<file path="src/rtl/msa_pkg.sv">
// constants shared by the multislope converter sequencer files
// assumes one 100 MHz clock that stands in for the oscillator input
package msa_pkg;

  // clock divider between oscillator and internal counters
  localparam int unsigned DIV_RATIO   = 4;
  localparam logic [1:0]  DIV_LAST    = 2'h3;

  // phase budgets in internal (divided) clocks
  localparam logic [9:0]  ZERO_CLKS   = 10'd246;
  localparam logic [9:0]  SIG_CLKS    = 10'd256;
  localparam logic [9:0]  SETTLE_CLKS = 10'd10;
  localparam logic [9:0]  FAST_CLKS   = 10'd512;
  localparam logic [9:0]  SLOW_CLKS   = 10'd64;
  localparam logic [9:0]  OVR_CLKS    = 10'd64;
  localparam logic [1:0]  OVR_PHASES  = 2'd3;
  localparam logic [10:0] REF_CLKS    = 11'd778;
  localparam logic [10:0] CYCLE_CLKS  = 11'd1280;
  localparam logic [10:0] BUSY_CLKS   = 11'd836;
  localparam logic [10:0] BUSY_START  = CYCLE_CLKS - BUSY_CLKS;

  // result layout: fast count weights 64, slow count weights 1
  localparam int unsigned SLOW_BITS   = 6;
  localparam int unsigned MAG_BITS    = 15;
  localparam logic [15:0] FULL_SCALE  = 16'h8000;

  // number of synchronised pin inputs and their positions
  localparam int unsigned SYNC_W      = 8;
  localparam int unsigned SI_MODE     = 0;
  localparam int unsigned SI_CS       = 1;
  localparam int unsigned SI_CEN      = 2;
  localparam int unsigned SI_WRN      = 3;
  localparam int unsigned SI_RDN      = 4;
  localparam int unsigned SI_LOWB     = 5;
  localparam int unsigned SI_OVRPOL   = 6;
  localparam int unsigned SI_COMP     = 7;

  typedef enum logic [2:0] {
    ST_IDLE, ST_ZERO, ST_SIGNAL, ST_SETTLE, ST_FAST, ST_SLOW, ST_OVR
  } msa_state_e;

endpackage

</file>
<file path="src/rtl/msa_sequencer.sv">
// conversion sequencer of a multiple-slope integrating converter
// assumes clk is the oscillator input and all host pins are asynchronous
module msa_sequencer
  import msa_pkg::*;
(
  // clock and reset
  input  wire logic       clk,
  input  wire logic       rst,
  // host strobes and selects
  input  wire logic       modeSelect,
  input  wire logic       chipSelect,
  input  wire logic       chipEnableN,
  input  wire logic       writeN,
  input  wire logic       readN,
  input  wire logic       byteSelectLow,
  input  wire logic       ovrPolSelect,
  // comparator from the analog section
  input  wire logic       comparator,
  // analog switch controls
  output logic            swInputGate,
  output logic            swZeroLoop,
  output logic            swNegToCommon,
  output logic            swPrimaryRefCap,
  output logic            swSecondaryRefCap,
  // end of conversion
  output logic            busy,
  // data bus, three-state as data plus enable
  output logic [7:0]      dataOut,
  output logic            dataOe
);

  ////////////////////////////////////////////////////////////////////////
  // pin synchronisation
  logic [SYNC_W-1:0] pinRaw;
  logic [SYNC_W-1:0] pinSync;

  assign pinRaw[SI_MODE]   = modeSelect;
  assign pinRaw[SI_CS]     = chipSelect;
  assign pinRaw[SI_CEN]    = chipEnableN;
  assign pinRaw[SI_WRN]    = writeN;
  assign pinRaw[SI_RDN]    = readN;
  assign pinRaw[SI_LOWB]   = byteSelectLow;
  assign pinRaw[SI_OVRPOL] = ovrPolSelect;
  assign pinRaw[SI_COMP]   = comparator;

  msa_sync #(.W(SYNC_W)) u_sync (
    .clk     (clk),
    .rst     (rst),
    .asyncIn (pinRaw),
    .syncOut (pinSync)
  );

  ////////////////////////////////////////////////////////////////////////
  // selection and strobe decode
  wire modeCont = pinSync[SI_MODE];
  wire chipSel  = pinSync[SI_CS] & ~pinSync[SI_CEN];
  wire wrActive = chipSel & ~pinSync[SI_WRN];
  wire rdActive = chipSel & ~pinSync[SI_RDN];
  wire compIn   = pinSync[SI_COMP];

  logic wrActive_r;
  // trigger is the start of a selected low write pulse
  wire  wrPulse = wrActive & ~wrActive_r;

  ////////////////////////////////////////////////////////////////////////
  // clock divider
  logic [1:0] div_r;
  wire tick = (div_r == DIV_LAST);

  always_ff @(posedge clk or posedge rst) begin
    if (rst) begin
      div_r <= 2'h0;
    end else begin
      div_r <= div_r + 2'h1;
    end
  end

  ////////////////////////////////////////////////////////////////////////
  // sequencing state and counters
  msa_state_e state_r;
  msa_state_e state_nxt;
  logic [9:0]  sub_r;        // clocks spent in current subphase
  logic [10:0] cyc_r;        // clocks since the cycle began
  logic [1:0]  ovrIdx_r;     // overrange subphase index
  logic        pol_r;        // comparator level after signal phase
  logic        stopped_r;    // current subphase has crossed zero
  logic        fastFull_r;   // fast subphase ran its full budget
  logic [9:0]  fastCnt_r;    // second counter set: result counts
  logic [6:0]  slowCnt_r;
  logic [7:0]  ovrCnt_r;
  logic        trigPend_r;   // demand trigger taken only in idle, waiting for a tick

  wire [9:0] budget =
    (state_r == ST_ZERO)   ? ZERO_CLKS   :
    (state_r == ST_SIGNAL) ? SIG_CLKS    :
    (state_r == ST_SETTLE) ? SETTLE_CLKS :
    (state_r == ST_FAST)   ? FAST_CLKS   :
    (state_r == ST_SLOW)   ? SLOW_CLKS   : OVR_CLKS;
  wire subEnd    = (sub_r == budget - 10'd1);
  wire lastOvr   = (ovrIdx_r == OVR_PHASES - 2'd1);
  wire cycleEnd  = tick && (state_r == ST_OVR) && subEnd && lastOvr;
  wire startConv = modeCont | trigPend_r;
  wire crossed   = (compIn != pol_r);

  always_comb begin
    state_nxt = state_r;
    if (tick) begin
      case (state_r)
        ST_IDLE: begin
          if (startConv) begin
            state_nxt = ST_ZERO;
          end
        end
        ST_ZERO: begin
          if (subEnd) begin
            state_nxt = ST_SIGNAL;
          end
        end
        ST_SIGNAL: begin
          if (subEnd) begin
            state_nxt = ST_SETTLE;
          end
        end
        ST_SETTLE: begin
          if (subEnd) begin
            state_nxt = ST_FAST;
          end
        end
        ST_FAST: begin
          if (subEnd) begin
            state_nxt = ST_SLOW;
          end
        end
        ST_SLOW: begin
          if (subEnd) begin
            state_nxt = ST_OVR;
          end
        end
        ST_OVR: begin
          // back to back in continuous mode
          if (subEnd && lastOvr) begin
            state_nxt = startConv ? ST_ZERO : ST_IDLE;
          end
        end
        default: state_nxt = ST_IDLE;
      endcase
    end
  end

  // phase state and subphase timing
  always_ff @(posedge clk or posedge rst) begin
    if (rst) begin
      state_r  <= ST_IDLE;
      sub_r    <= 10'h000;
      ovrIdx_r <= 2'h0;
    end else begin
      state_r <= state_nxt;
      if (tick) begin
        sub_r <= (subEnd || state_r == ST_IDLE) ? 10'h000
                                                : sub_r + 10'h001;
        if (state_r == ST_OVR && subEnd) begin
          ovrIdx_r <= lastOvr ? 2'h0 : ovrIdx_r + 2'h1;
        end
      end
    end
  end

  // cycle position; drives busy timing
  always_ff @(posedge clk or posedge rst) begin
    if (rst) begin
      cyc_r <= 11'h000;
    end else if (tick) begin
      if (state_r == ST_IDLE || cycleEnd) begin
        cyc_r <= 11'h000;
      end else begin
        cyc_r <= cyc_r + 11'h001;
      end
    end
  end

  // demand trigger; set wins, consumed when a cycle starts
  always_ff @(posedge clk or posedge rst) begin
    if (rst) begin
      wrActive_r <= 1'b0;
      trigPend_r <= 1'b0;
    end else begin
      wrActive_r <= wrActive;
      if (wrPulse && !modeCont && state_r == ST_IDLE) begin
        trigPend_r <= 1'b1;
      end else if (tick && state_r == ST_IDLE) begin
        trigPend_r <= 1'b0;
      end
    end
  end

  ////////////////////////////////////////////////////////////////////////
  // deintegration counting
  wire inRef = (state_r == ST_FAST) || (state_r == ST_SLOW) ||
               (state_r == ST_OVR);
  // overrange only if fast never overshot, which leaves slow at zero
  wire countEn = tick && inRef && !stopped_r && !crossed &&
                 !((state_r == ST_OVR) &&
                   !(fastFull_r && slowCnt_r == 7'h00));

  always_ff @(posedge clk or posedge rst) begin
    if (rst) begin
      pol_r      <= 1'b0;
      stopped_r  <= 1'b0;
      fastFull_r <= 1'b0;
      fastCnt_r  <= 10'h000;
      slowCnt_r  <= 7'h00;
      ovrCnt_r   <= 8'h00;
    end else if (tick) begin
      if (state_r == ST_SIGNAL && subEnd) begin
        pol_r <= compIn;
      end
      if (state_r == ST_SETTLE) begin
        stopped_r  <= 1'b0;
        fastFull_r <= 1'b0;
        fastCnt_r  <= 10'h000;
        slowCnt_r  <= 7'h00;
        ovrCnt_r   <= 8'h00;
      end else if (inRef && subEnd) begin
        // each subphase starts counting afresh; idle time keeps length
        stopped_r <= 1'b0;
        if (state_r == ST_FAST) begin
          fastFull_r <= !crossed && !stopped_r;
          pol_r      <= ~pol_r;
        end else if (state_r == ST_SLOW) begin
          pol_r <= ~pol_r;
        end
      end else if (inRef && crossed) begin
        stopped_r <= 1'b1;
      end
      if (countEn) begin
        case (state_r)
          ST_FAST: fastCnt_r <= fastCnt_r + 10'h001;
          ST_SLOW: slowCnt_r <= slowCnt_r + 7'h01;
          default: ovrCnt_r <= ovrCnt_r + 8'h01;
        endcase
      end
    end
  end

  ////////////////////////////////////////////////////////////////////////
  // result assembly
  // fast weights 64, slow refines
  wire [15:0] fastWeighted = {fastCnt_r, 6'h00};
  wire [15:0] magnitude    = fastWeighted - {9'h000, slowCnt_r}
                             + {8'h00, ovrCnt_r};
  wire        overrange    = (magnitude >= FULL_SCALE);

  logic [14:0] result_r;
  logic        resPol_r;
  logic        resOvr_r;

  // latch at cycle end with busy fall
  always_ff @(posedge clk or posedge rst) begin
    if (rst) begin
      result_r <= 15'h0000;
      resPol_r <= 1'b0;
      resOvr_r <= 1'b0;
    end else if (cycleEnd) begin
      result_r <= magnitude[MAG_BITS-1:0];
      resPol_r <= pol_r;
      resOvr_r <= overrange;
    end
  end

  ////////////////////////////////////////////////////////////////////////
  // switch controls and busy, all registered
  wire zeroSt = (state_r == ST_ZERO);
  wire sigSt  = (state_r == ST_SIGNAL);
  wire busyNxt = (state_r != ST_IDLE) && !cycleEnd &&
                 (cyc_r >= BUSY_START - 11'd1) &&
                 !(cyc_r == BUSY_START - 11'd1 && !tick);

  always_ff @(posedge clk or posedge rst) begin
    if (rst) begin
      swInputGate       <= 1'b0;
      swZeroLoop        <= 1'b0;
      swNegToCommon     <= 1'b0;
      swPrimaryRefCap   <= 1'b0;
      swSecondaryRefCap <= 1'b0;
      busy              <= 1'b0;
    end else begin
      swZeroLoop        <= zeroSt;
      swInputGate       <= sigSt;
      swNegToCommon     <= zeroSt || inRef || (state_r == ST_SETTLE);
      swPrimaryRefCap   <= (state_r == ST_FAST);
      swSecondaryRefCap <= (state_r == ST_SLOW) || (state_r == ST_OVR);
      busy              <= busyNxt;
    end
  end

  ////////////////////////////////////////////////////////////////////////
  // 8-bit registered read bus
  wire       bit7   = pinSync[SI_OVRPOL] ? resOvr_r : resPol_r;
  wire [7:0] rdByte = pinSync[SI_LOWB] ? result_r[7:0]
                                       : {bit7, result_r[14:8]};

  always_ff @(posedge clk or posedge rst) begin
    if (rst) begin
      dataOut <= 8'h00;
      dataOe  <= 1'b0;
    end else begin
      dataOut <= rdByte;
      dataOe  <= rdActive;
    end
  end

endmodule

</file>
<file path="src/rtl/msa_sync.sv">
// two flip-flop synchroniser for a group of pin inputs
// assumes the inputs are asynchronous levels; reset value is zero
module msa_sync #(
  parameter int unsigned W = 8
) (
  // clock and reset
  input  wire logic         clk,
  input  wire logic         rst,
  // asynchronous levels in, synchronised levels out
  input  wire logic [W-1:0] asyncIn,
  output logic      [W-1:0] syncOut
);

  logic [W-1:0] meta_r;

  ////////////////////////////////////////////////////////////////////////
  // one two-stage chain per bit; the first stage feeds only the second
  genvar i;
  generate
    for (i = 0; i < W; i++) begin : g_bit
      always_ff @(posedge clk or posedge rst) begin
        if (rst) begin
          meta_r[i]  <= 1'b0;
          syncOut[i] <= 1'b0;
        end else begin
          meta_r[i]  <= asyncIn[i];
          syncOut[i] <= meta_r[i];
        end
      end
    end
  endgenerate

endmodule

</file>
<file path="config.mk">
export PLATFORM = sky130hd
export DESIGN_NAME = msa_sequencer
export DESIGN_NICKNAME = d
export VERILOG_FILES = /design/src/rtl/msa_pkg.sv /design/src/rtl/msa_sequencer.sv /design/src/rtl/msa_sync.sv
export SDC_FILE = /design/constraint.sdc
export NUM_CORES = 1
export LEC_CHECK = 0
export ABC_AREA = 1
export BUFFER_PORTS_ARGS = -buffer_cell sky130_fd_sc_hd__buf_4
export CORE_UTILIZATION = 51
export DETAILED_ROUTE_END_ITERATION = 6
export PLACE_DENSITY_LB_ADDON = 0.2
export SLEW_MARGIN = 40
export SYNTH_ARGS = -nofsm -noshare
export SYNTH_HDL_FRONTEND = slang
export SYNTH_SLANG_ARGS = --single-unit
</file>
<file path="constraint.sdc">
create_clock -name clk -period 6.3 [get_ports clk]
set_input_delay 0.315 -clock clk [delete_from_list [all_inputs] [get_ports clk]]
set_output_delay 0.315 -clock clk [all_outputs]
set_load 0.05 [all_outputs]
</file>
==> parameters.txt, run 1 <==
Parameter                              Value

Synth
  Proportion of synthesized area in mux cells    0.524%
  Synth Area in Compound Gates    11.4%
  Mean post-synth cell area    8.43 sq um
  Count of yosys warnings during synthesis    0
  EDFF count, synth    0
  Post-synthesis sequential element count    106
  Xor/xnor share of the synthesized area    4.28%
  Synthesized cell area    5730 sq um
  Main combinational cell family by area after synthesis    simple AND/OR/NAND/NOR gates
  Post-synthesis cell type count    40
  Net Count, Synth    725
  Post-synthesis share of cell area spent on full adders, half adders and majority gates    8.13%
  Main flop type after synthesis    dfrtp_1
  Post-synthesis sequential area ratio    46.3%
  Number of instances in the synthesized netlist    679
  Post-synthesis async set-or-reset flop share    100%
  Simple-gate portion of the synthesized area    22.2%

GRT
  Largest net degree at the start of global routing    70
  First-pass GRT wire length    19,700 um
  Number of global-route vias before repair    4,243
  Aggregate global-route resource usage    21.9%
  Total gr overflow    0
  Antenna violations before repair    0

STA
  Highest attainable clock frequency    0.322 GHz
  Setup ws final    3190 ps
  Tcrit/Tclk final    49.4%
  Fin Setup TNS    0 ps
  Final-report hold violation count    0
  Worst clock skew    15.6 ps
  Post-Route Hold Slack    357 ps
  Final-report max-slew violation count    0
  # setup viols final    0
  Pin slew with the least headroom to its limit    656 ps
  Minimum clock period after layout    3110 ps
  Max-Slew Margin vs Limit    56.2%
  RSZ-0062 raised after global routing    no

Critical path
  Launch instance of the worst register-to-register path    state_r[0]$_DFFE_PP0P_
  Kind of end point of the critical path    flip-flop
  Startpoint type of the worst setup path    flip-flop
  Crit path arrival time    3370 ps
  Slowest cell on crit path    dfrtp_1
  Crit path cell chain    nand3_2, a21oi_1, nand3_1, nor2_4, nand2_2, nor2_2, nand3_2, nand2_1, a21oi_1
  Worst setup path start    state_r[0]$_DFFE_PP0P_
  Type of the setup path with the least slack    flip-flop to flip-flop
  Top fanout value on the critical path    33
  CP required    6560 ps
  Critical path's largest stage delay    590 ps

Drt
  Total number of vias    4,516
  Antenna Nets Post-Route    0
  Detail-routed via count per cell    5.29
  Count of unresolved DRC violations after routing    0
  DRC marker count from the first detailed-route iteration    185
  Total wire length    11,600 um
  Drt first pass iters    5
  Wire length per cell    13.6 um

Clock tree
  Clock tree from TritonCTS    built
  Number of buffers inserted during clock tree synthesis    9
  Hold-fix buffers at CTS    1
  TritonCTS Sinks    106
  Clock root buffer master    clkbuf_8
  Clock-pin transition on the worst setup and hold timing paths    100 ps
  Post_cts resized    0
  Number of H-tree branching levels    3
  Post-CTS setup buffers    0
  Max Buffers Root-to-Sink    2
  Clk Latency, worst-skew pair    410 ps

Place
  Worst slack, placed    3230 ps
  Number of cells after detailed placement    830
  Final weighted congestion of routability-driven global placement    0.872
  Number of buffers inserted by port buffering    24
  Dpl cell area    6010 sq um
  HPWL after DPL    8290 um

Finish
  Commonest non-fill, non-tap cells in the layout    148 x nand2_1, 106 x dfrtp_1, 79 x inv_1
  Final design area excluding fillers    6280 sq um
  ANT cells    0
  Fraction of layout instances using a drive strength above 1    9.24%
  Most common cell after layout, fill and taps aside    nand2_1
  Final net count    756
  Multi-input gate area in the final layout    2670 sq um
  Storage element area    2650 sq um
  Fill cell count    974
  Number of standard cells in the layout, taps in and fillers out    854
  Area growth from synthesis to layout    9.66%

Pwr
  Leakage power figure    0.00315 uW
  IR drop worst, VDD    0.276 mV
  Pwr dens    266 nW/um^2

Floorplan
  DIE WIDTH    108 um
  Starting utilization of the core area    52.6%
  Area of the die    11,700 sq um
  Cell row count    38
  I/O Pins    25
  Chip Height    108 um
  Placeable core region    10,900 sq um

Worst hold path
  Class of the worst hold path    flip-flop to flip-flop
  Hold wc startpoint    u_sync.meta_r[5]$_DFF_PP0_

Run status
  Result of the run    complete, no violations

Run
  Maximum capacitance violations    0
==> where the power goes <==
part / total (uW) / switching (uW) / internal, uW
combinational: 468 / 308 / 159
clock: 406 / 251 / 155
sequential: 794 / 58.8 / 736
total: 1670 / 618 / 1050
==> state kept, by name (all words and copies together), names as in the netlist, 2 cells and up <==
signal	flops
sub_r	10
cyc_r	11
ovrCnt_r	8
ovrIdx_r	2
dataOut	8
slowCnt_r	7
u_sync.syncOut	8
u_sync.meta_r	8
fastCnt_r	10
state_r	3
result_r	15
div_r	2
==> kinds of logic after synthesis <==
group / count (synthesis)
buffers and inverters: 99
AND/OR/NAND/NOR: 288
XOR/XNOR: 28
multiplexers: 3
AO/OA/AOI/OAI: 119
adder cells (fa/ha/maj): 36
flip-flops: 106
==> layout make-up <==
class                   instances  area share (%)
clock inverters                 5           0.618
repair buffers                 35            4.60
clock buffers                  10            2.19
inverters                      84            5.06
well taps                     140            2.79
multi-input cells             474            42.5
flip-flops and latches        106            42.2
==> Yosys cell counts, drive strengths merged (4+ instances only) <==
library cell / n / share of area (%)
o21ai: 56 / 4.9
dfrtp: 106 / 46
buf: 9 / 1.2
a31oi: 4 / 0.44
nor2: 60 / 4.7
clkbuf: 6 / 0.39
nand4: 13 / 1.4
o22ai: 5 / 0.55
nor3: 11 / 0.96
xnor2: 8 / 1.2
inv: 84 / 5.5
or2: 6 / 0.66
nand2: 152 / 10
xor2: 20 / 3.1
nand3: 41 / 3.8
ha: 34 / 7.4
a21oi: 38 / 3.3
==> per-layer routing <==
layer | vias up | part of all wire [%] | track usage, %
li1 | 2284 | - | -
met1 | 2149 | 47 | 28.1
met2 | 68 | 48 | 36.0
met3 | 15 | 3.4 | 5.00
met4 | 0 | 1.8 | 8.51
met5 | - | 0 | 0
==> path summary, 6_finish.rpt <==
check / slack, ps / depth (start not counted) / end
worst max-delay path: 3190 / 9 / cyc_r[3]$_DFFE_PP0N_
worst min-delay path: 360 / 0 / u_sync.syncOut[5]$_DFF_PP0_
worst max register to register: 3190 / 9 / cyc_r[3]$_DFFE_PP0N_
worst min register to register: 360 / 0 / u_sync.syncOut[5]$_DFF_PP0_
max in group asynchronous: 4840 / 4 / dataOut[1]$_DFF_PP0_
min in group asynchronous: 480 / 3 / u_sync.syncOut[4]$_DFF_PP0_
==> per-stage QoR <==
| step | total power (uW) | utilization, % |
|---|---|---|
| 3_5_place_dp | 1270 | 55.2 |
| 5_1_grt | 1770 | 57.7 |
| 3_3_place_gp | 1260 | 55.2 |
| 4_1_cts | 1680 | 56.9 |
| 2_1_floorplan | 1170 | - |
| 6_report | 1670 | 57.7 |
==> critical path: cells and delay by family (launching register included) <==
| kind | cells | cell delay [ps] |
|---|---|---|
| flip-flops | 1 | 590 |
| AO/OA/AOI/OAI | 2 | 350 |
| AND/OR/NAND/NOR | 7 | 2000 |
Power figures use the tool's default switching activity.
==> run 2: changes to the inputs <==
--- a/config.mk
+++ b/config.mk
@@ -5,7 +5,7 @@
 export SDC_FILE = /design/constraint.sdc
 export NUM_CORES = 1
 export LEC_CHECK = 0
-export ABC_AREA = 1
+export ABC_AREA = 0
 export BUFFER_PORTS_ARGS = -buffer_cell sky130_fd_sc_hd__buf_4
 export CORE_UTILIZATION = 51
 export DETAILED_ROUTE_END_ITERATION = 6
==> constraint.sdc (replaced) <==
create_clock -name clk -period 3 [get_ports clk]
set_input_delay 0.15 -clock clk [delete_from_list [all_inputs] [get_ports clk]]
set_output_delay 0.15 -clock clk [all_outputs]
set_load 0.05 [all_outputs]
==> parameters.txt, run 2 <==
Parameter                              Value

Floorplan
  Placeable core region    10,800 sq um (-0.44%)
  Chip Height    107 um (-0.57%)
  Area of the die    11,500 sq um (-1.1%)
  Cell row count    38 (unchanged)
  I/O Pins    25 (unchanged)
  DIE WIDTH    107 um (-0.57%)
  Starting utilization of the core area    52.2% (-0.38 points)

Finish
  Number of flip-flops under the largest register name    15 (unchanged)
  Final net count    646 (-15%)
  Largest regs    result_r x15, cyc_r x11
  Fraction of layout instances using a drive strength above 1    13.7% (+4.5 points)
  Number of standard cells in the layout, taps in and fillers out    745 (-13%)
  Commonest non-fill, non-tap cells in the layout    106 x dfrtp_1, 49 x nand2_1, 40 x nor2_1
  Area growth from synthesis to layout    11.8%
  ANT cells    0 (unchanged)
  Final cell utilization of the core    58.4% (+0.69 points)
  Most common cell after layout, fill and taps aside    dfrtp_1
  Largest register by flop count    result_r

Critical path
  Type of the setup path with the least slack    flip-flop to flip-flop
  Startpoint type of the worst setup path    flip-flop
  CP required    3270 ps (-3290 ps)
  Launch instance of the worst register-to-register path    slowCnt_r[6]$_DFFE_PP0N_
  Kind of end point of the critical path    flip-flop
  Crit path arrival time    2990 ps (-380 ps)
  R2R cell count    9 (unchanged)
  Worst setup path start    slowCnt_r[6]$_DFFE_PP0N_
  Top fanout value on the critical path    7 (-79%)

Clock tree
  Clock-pin transition on the worst setup and hold timing paths    100 ps (about the same)
  Clock root buffer master    clkbuf_8
  Number of buffers inserted during clock tree synthesis    9 (unchanged)
  Number of H-tree branching levels    3 (unchanged)
  Clk Latency, worst-skew pair    380 ps (-30 ps)
  Clock tree from TritonCTS    built
  TritonCTS Sinks    106 (unchanged)
  Max Buffers Root-to-Sink    2 (unchanged)

Synth
  Post-synthesis async set-or-reset flop share    100% (unchanged)
  Post-synthesis sequential element count    106 (unchanged)
  Post-synth top cells    106 x dfrtp_1, 49 x nand2_1, 40 x nor2_1, 40 x o21ai_0, 38 x inv_1
  Leading cell types by total area after synthesis    dfrtp_1 47%, ha_1 7.5%, o21ai_0 3.5%
  Count of yosys warnings during synthesis    0 (unchanged)
  Post-synthesis cell type count    69 (+73%)
  Net Count, Synth    606 (-16%)
  Cell accounting for the most synthesized area    dfrtp_1
  Post-synthesis sequential area ratio    46.9% (+0.54 points)
  Most frequently used cell type in the post-synthesis netlist    dfrtp_1
  Main flop type after synthesis    dfrtp_1
  EDFF count, synth    0 (unchanged)
  Synthesized cell area    5660 sq um (-1.2%)
  Number of instances in the synthesized netlist    560 (-18%)
  Share of the synthesized area in the top cell type    46.9% (+0.54 points)
  Mean post-synth cell area    10.1 sq um (+20%)

Pwr
  Pwr dens    383 nW/um^2 (+44%)
  Total power consumption of the routed design    2420 uW (+45%)
  IR drop worst, VDD    0.409 mV (+48%)
  Leakage power figure    0.00284 uW (-9.7%)

STA
  Minimum clock period after layout    2710 ps (-396 ps)
  Max-Slew Margin vs Limit    51.4% (-4.8 points)
  Final-report hold violation count    0 (unchanged)
  Worst clock skew    13.9 ps (-1.63 ps)
  Pin slew with the least headroom to its limit    728 ps (+72.1 ps)
  Final-report max-slew violation count    0 (unchanged)
  Fin Setup TNS    0 ps (unchanged)
  Tcrit/Tclk final    90.5% (+41 points)
  # setup viols final    0 (unchanged)
  RSZ-0062 raised after global routing    no
  Highest attainable clock frequency    0.368 GHz (+15%)

GRT
  Largest net degree at the start of global routing    84 (+20%)
  Total gr overflow    0 (unchanged)
  First-pass GRT wire length    19,300 um (-1.9%)
  Antenna violations before repair    0 (unchanged)
  Aggregate global-route resource usage    21.4% (-0.56 points)
  Number of global-route vias before repair    4,101 (-3.3%)

Worst hold path
  Class of the worst hold path    flip-flop to flip-flop
  Hold wc startpoint    u_sync.meta_r[1]$_DFF_PP0_
  Worst Hold Path Cells    0 (unchanged)

Run status
  Result of the run    complete, no violations

Place
  Number of buffers inserted by port buffering    24 (unchanged)
  HPWL after DPL    7840 um (-5.4%)
  Number of cells after detailed placement    720 (-13%)
  Final weighted congestion of routability-driven global placement    0.897 (+2.9%)

Drt
  DRC marker count from the first detailed-route iteration    165 (-11%)
  Drt first pass iters    4 (-1)
  Detail-routed via count per cell    5.62 (+6.3%)
  Count of unresolved DRC violations after routing    0 (unchanged)
  Total wire length    11,100 um (-4.5%)
  Total number of vias    4,186 (-7.3%)
  Wire length per cell    14.9 um (+9.4%)
  Antenna Nets Post-Route    0 (unchanged)

Run
  Maximum capacitance violations    0 (unchanged)
## run 2: path summary, 6_finish.rpt
path | end | slack (ps)
max | result_r[12]$_DFFE_PP0P_ | 290
min | u_sync.syncOut[1]$_DFF_PP0_ | 360
max reg2reg | result_r[12]$_DFFE_PP0P_ | 290
min reg2reg | u_sync.syncOut[1]$_DFF_PP0_ | 360
max in group asynchronous | cyc_r[6]$_DFFE_PP0N_ | 1860
min in group asynchronous | result_r[13]$_DFFE_PP0P_ | 440
## run 2: layout make-up
cell class                      instances  area (sq um)
Sequential cell                       106          2650
Clock buffer                            9           124
Clock inverter                          7          76.3
Multi-Input combinational cell        397          2770
Tap cell                              140           175
Fill cell                             922          4510
Inverter                               39           151
Timing Repair Buffer                   47           375
## run 2: what timing repair did
item                                    CTS  global route
hold endpoints to repair                 89             0
setup buffers                             0             0
gates resized for setup                   0             5
hold buffers                              9             0
endpoints found under the setup margin    0             4
## run 2: through the flow
stage,setup slack (ps),hold WS [ps],cell area (sq um)
5_1_grt,101,370,6330
3_5_place_dp,164,261,6020
2_1_floorplan,61.1,181,5660
3_3_place_gp,279,259,6020
6_report,286,358,6330
4_1_cts,14.7,359,6310
## run 2: where the power goes
group | internal [uW] | switching (uW) | total [uW] | leakage (uW)
Sequential | 1440 | 11.1 | 1450 | 0.00139
Combinational | 26.3 | 39.0 | 65.3 | 0.00135
Clock | 392 | 511 | 903 | 0.0000962
## run 2: cells by family (layout without fill, tap and decap cells)
group           count (synthesis)  count (layout)  share of synthesized area [%]
compound gates                139             139                           16.9
xor+xnor                       29              29                           4.49
fa+ha+maj                      36              36                           8.22
buf+inv                        57             102                           4.38
flops                         106             106                           46.9
mux                            20              20                           3.89
simple gates                  173             173                           15.3
## run 2: critical path: stages, from the launching register on
cell and delay, ps:
dfrtp_1 410, inv_1 80, fa_1 460, ha_1 290, a2111oi_2 420, o21ai_1 190
a31oi_2 260, a21oi_1 110, xor2_1 150, mux2_2 250
## run 2: layer usage
metal	vias to the layer above	part of all wire (%)	GRT usage [%]
li1	2067	-	-
met1	2020	45	27.6
met2	80	49	35.6
met3	19	3.4	3.39
met4	0	2.1	9.10
met5	-	0	0
==> run 3: changes to the inputs <==
--- a/config.mk
+++ b/config.mk
@@ -7,7 +7,9 @@
 export LEC_CHECK = 0
 export ABC_AREA = 0
 export BUFFER_PORTS_ARGS = -buffer_cell sky130_fd_sc_hd__buf_4
-export CORE_UTILIZATION = 51
+export CELL_PAD_IN_SITES_DETAIL_PLACEMENT = 1
+export CELL_PAD_IN_SITES_GLOBAL_PLACEMENT = 1
+export CORE_UTILIZATION = 49
 export DETAILED_ROUTE_END_ITERATION = 6
 export PLACE_DENSITY_LB_ADDON = 0.2
 export SLEW_MARGIN = 40
==> parameters.txt, run 3 (synthesis results as in run 2) <==
Parameter                              Value

Run status
  Result of the run    complete, no violations

STA
  Worst clock skew    6.30 ps (-7.63 ps)
  Max-Slew Margin vs Limit    58.3% (+6.8 points)
  Pin slew with the least headroom to its limit    626 ps (-102 ps)
  Final-report hold violation count    0 (unchanged)
  Post-Route Hold Slack    353 ps (-4.38 ps)
  RSZ-0062 raised after global routing    no
  # setup viols final    0 (unchanged)
  Final-report max-slew violation count    0 (unchanged)
  Tcrit/Tclk final    93.3% (+2.9 points)
  Setup ws final    200 ps (-86.1 ps)
  Fin Setup TNS    0 ps (unchanged)
  Minimum clock period after layout    2800 ps (+86.1 ps)
  Highest attainable clock frequency    0.357 GHz (-3.1%)

Critical path
  Launch instance of the worst register-to-register path    fastCnt_r[0]$_DFFE_PP0N_
  Top fanout value on the critical path    7 (unchanged)
  CP required    3250 ps (-20 ps)
  Kind of cell adding the most delay to the critical path    compound AO/OA/AOI/OAI gates
  CP bufs+invs    0 (-1)
  Critical path's largest stage delay    490 ps (+30 ps)
  Crit path cell chain    fa_1, ha_1, a2111oi_1, o21ai_1, a31oi_2, a21oi_1, xor2_1, mux2_2
  Crit path arrival time    3050 ps (+60 ps)
  Worst path depth    8 (-1)
  Startpoint type of the worst setup path    flip-flop
  Type of the setup path with the least slack    flip-flop to flip-flop
  Slowest cell on crit path    fa_1
  Kind of end point of the critical path    flip-flop
  R2R cell count    8 (-1)
  Worst setup path start    fastCnt_r[0]$_DFFE_PP0N_

Finish
  Most common cell after layout, fill and taps aside    dfrtp_1
  ANT cells    0 (unchanged)
  Largest register by flop count    result_r
  Number of flip-flops under the largest register name    15 (unchanged)
  Area growth from synthesis to layout    14.7%
  Largest regs    result_r x15, cyc_r x11
  Commonest non-fill, non-tap cells in the layout    106 x dfrtp_1, 49 x nand2_1, 40 x nor2_1, 40 x buf_4, 39 x o21ai_0
  Fill cell count    1,217 (+32%)
  Final net count    648 (+0.31%)
  Fraction of layout instances using a drive strength above 1    14.0% (+0.28 points)

Clock tree
  Clock-pin transition on the worst setup and hold timing paths    70 ps (-30 ps)
  Clock root buffer master    clkbuf_16
  TritonCTS Sinks    106 (unchanged)
  Clock tree from TritonCTS    built
  Max Buffers Root-to-Sink    2 (unchanged)
  Clk Latency, worst-skew pair    360 ps (-20 ps)
  Number of H-tree branching levels    3 (unchanged)
  Number of buffers inserted during clock tree synthesis    9 (unchanged)

Pwr
  Proportion of total power due to net switching    20.7% (-2.4 points)
  IR drop worst, VDD    0.485 mV (+19%)
  Clock group share of total power    47.8% (+10 points)
  Register share of total power    49.9% (-10 points)
  Internal power    2310 uW (+24%)
  Leakage power figure    0.00292 uW (+2.9%)
  Total power consumption of the routed design    2920 uW (+20%)
  Share of total power in combinational logic    2.3% (-0.4 points)
  Switching component of the power    605 uW (+7.7%)
  Pwr dens    449 nW/um^2 (+17%)

Drt
  Total number of vias    4,389 (+4.8%)
  DRC marker count from the first detailed-route iteration    210 (+27%)
  Detail-routed via count per cell    5.88 (+4.6%)
  Antenna Nets Post-Route    0 (unchanged)
  Drt first pass iters    4 (unchanged)
  Total wire length    13,500 um (+22%)
  Wire length per cell    18.1 um (+22%)
  Count of unresolved DRC violations after routing    0 (unchanged)

Floorplan
  I/O Pins    25 (unchanged)
  DIE WIDTH    109 um (+2.0%)
  Area of the die    12,000 sq um (+4.0%)
  Chip Height    109 um (+2.0%)
  Cell row count    38 (unchanged)
  Placeable core region    11,000 sq um (+1.8%)
  Starting utilization of the core area    51.3% (-0.90 points)

GRT
  Aggregate global-route resource usage    25.1% (+3.8 points)
  Antenna violations before repair    0 (unchanged)
  Total gr overflow    0 (unchanged)
  First-pass GRT wire length    23,000 um (+19%)
  Largest net degree at the start of global routing    70 (-17%)
  Number of global-route vias before repair    4,688 (+14%)

Place
  Final weighted congestion of routability-driven global placement    0.873 (-2.7%)
  HPWL after DPL    9550 um (+22%)
  Number of buffers inserted by port buffering    24 (unchanged)
  Worst slack, placed    162 ps (-2.14 ps)

Worst hold path
  Worst Hold Path Cells    0 (unchanged)
  Class of the worst hold path    flip-flop to flip-flop
  Hold wc startpoint    u_sync.meta_r[0]$_DFF_PP0_

Run
  Maximum capacitance violations    0 (unchanged)
## run 3: changes by cell type in the layout (fill, tap and decap cells not counted)
cell / delta
a2111oi_1: +1
a2111oi_2: -1
a21boi_0: -1
a21boi_2: +1
buf_4: +2
bufinv_16: +2
clkbuf_16: +9
clkbuf_8: -8
clkinvlp_4: -2
inv_6: -1
## run 3: worst register-to-register path, cell delays in order, from the launching register on
cell and delay (ps):
dfrtp_1 430, fa_1 490, ha_1 300, a2111oi_1 440
o21ai_1 210, a31oi_2 280, a21oi_1 130, xor2_1 150
mux2_2 260
## run 3: layout make-up
| type | count | area, sq um | area share [%] |
|---|---|---|---|
| Sequential cell | 106 | 2650 | 40.9 |
| Timing Repair Buffer | 49 | 390 | 6.01 |
| Clock buffer | 10 | 239 | 3.68 |
| Multi-Input combinational cell | 397 | 2770 | 42.7 |
| Clock inverter | 6 | 113 | 1.73 |
| Inverter | 39 | 151 | 2.33 |
| Tap cell | 140 | 175 | 2.70 |
## run 3: worst paths after layout
check                                               to  slack, ps
setup reg to reg              result_r[12]$_DFFE_PP0P_        200
max in group asynchronous     result_r[13]$_DFFE_PP0P_       1850
hold / removal             u_sync.syncOut[0]$_DFF_PP0_        350
hold reg to reg            u_sync.syncOut[0]$_DFF_PP0_        350
setup / recovery              result_r[12]$_DFFE_PP0P_        200
min in group asynchronous     slowCnt_r[0]$_DFFE_PP0N_        450
## run 3: power by group through the flow
stage               Clock [uW]  Combinational (uW)  Sequential, uW
floorplan                    0                36.0            1480
global placement             0                58.0            1480
detailed placement           0                60.6            1480
CTS                       1420                70.4            1460
global route              1470                77.5            1460
finish                    1390                67.7            1460
## run 3: per-layer routing
metal | vias to the layer above | GRT usage (%) | wire length (um)
met2 | 63 | 44.5 | 7050
met1 | 2210 | 30.0 | 5780
met5 | - | 0 | 0
met3 | 28 | 3.44 | 305
li1 | 2088 | - | -
met4 | 0 | 12.4 | 415
## run 3: what timing repair did
item                                   in CTS  in global routing
setup buffers                               0                  1
setup endpoints to repair                   0                  3
endpoints found under the hold margin      75                  0
gates resized for setup                     0                  6
hold buffers                                9                  0
## run 3: metrics by stage
step                cells  area [sq um]  utilization, %
finish                747          6490            58.8
CTS                   746          6470            58.7
global route          747          6490            58.8
global placement      721          6030            54.7
detailed placement    721          6030            54.7
floorplan             560          5660               -
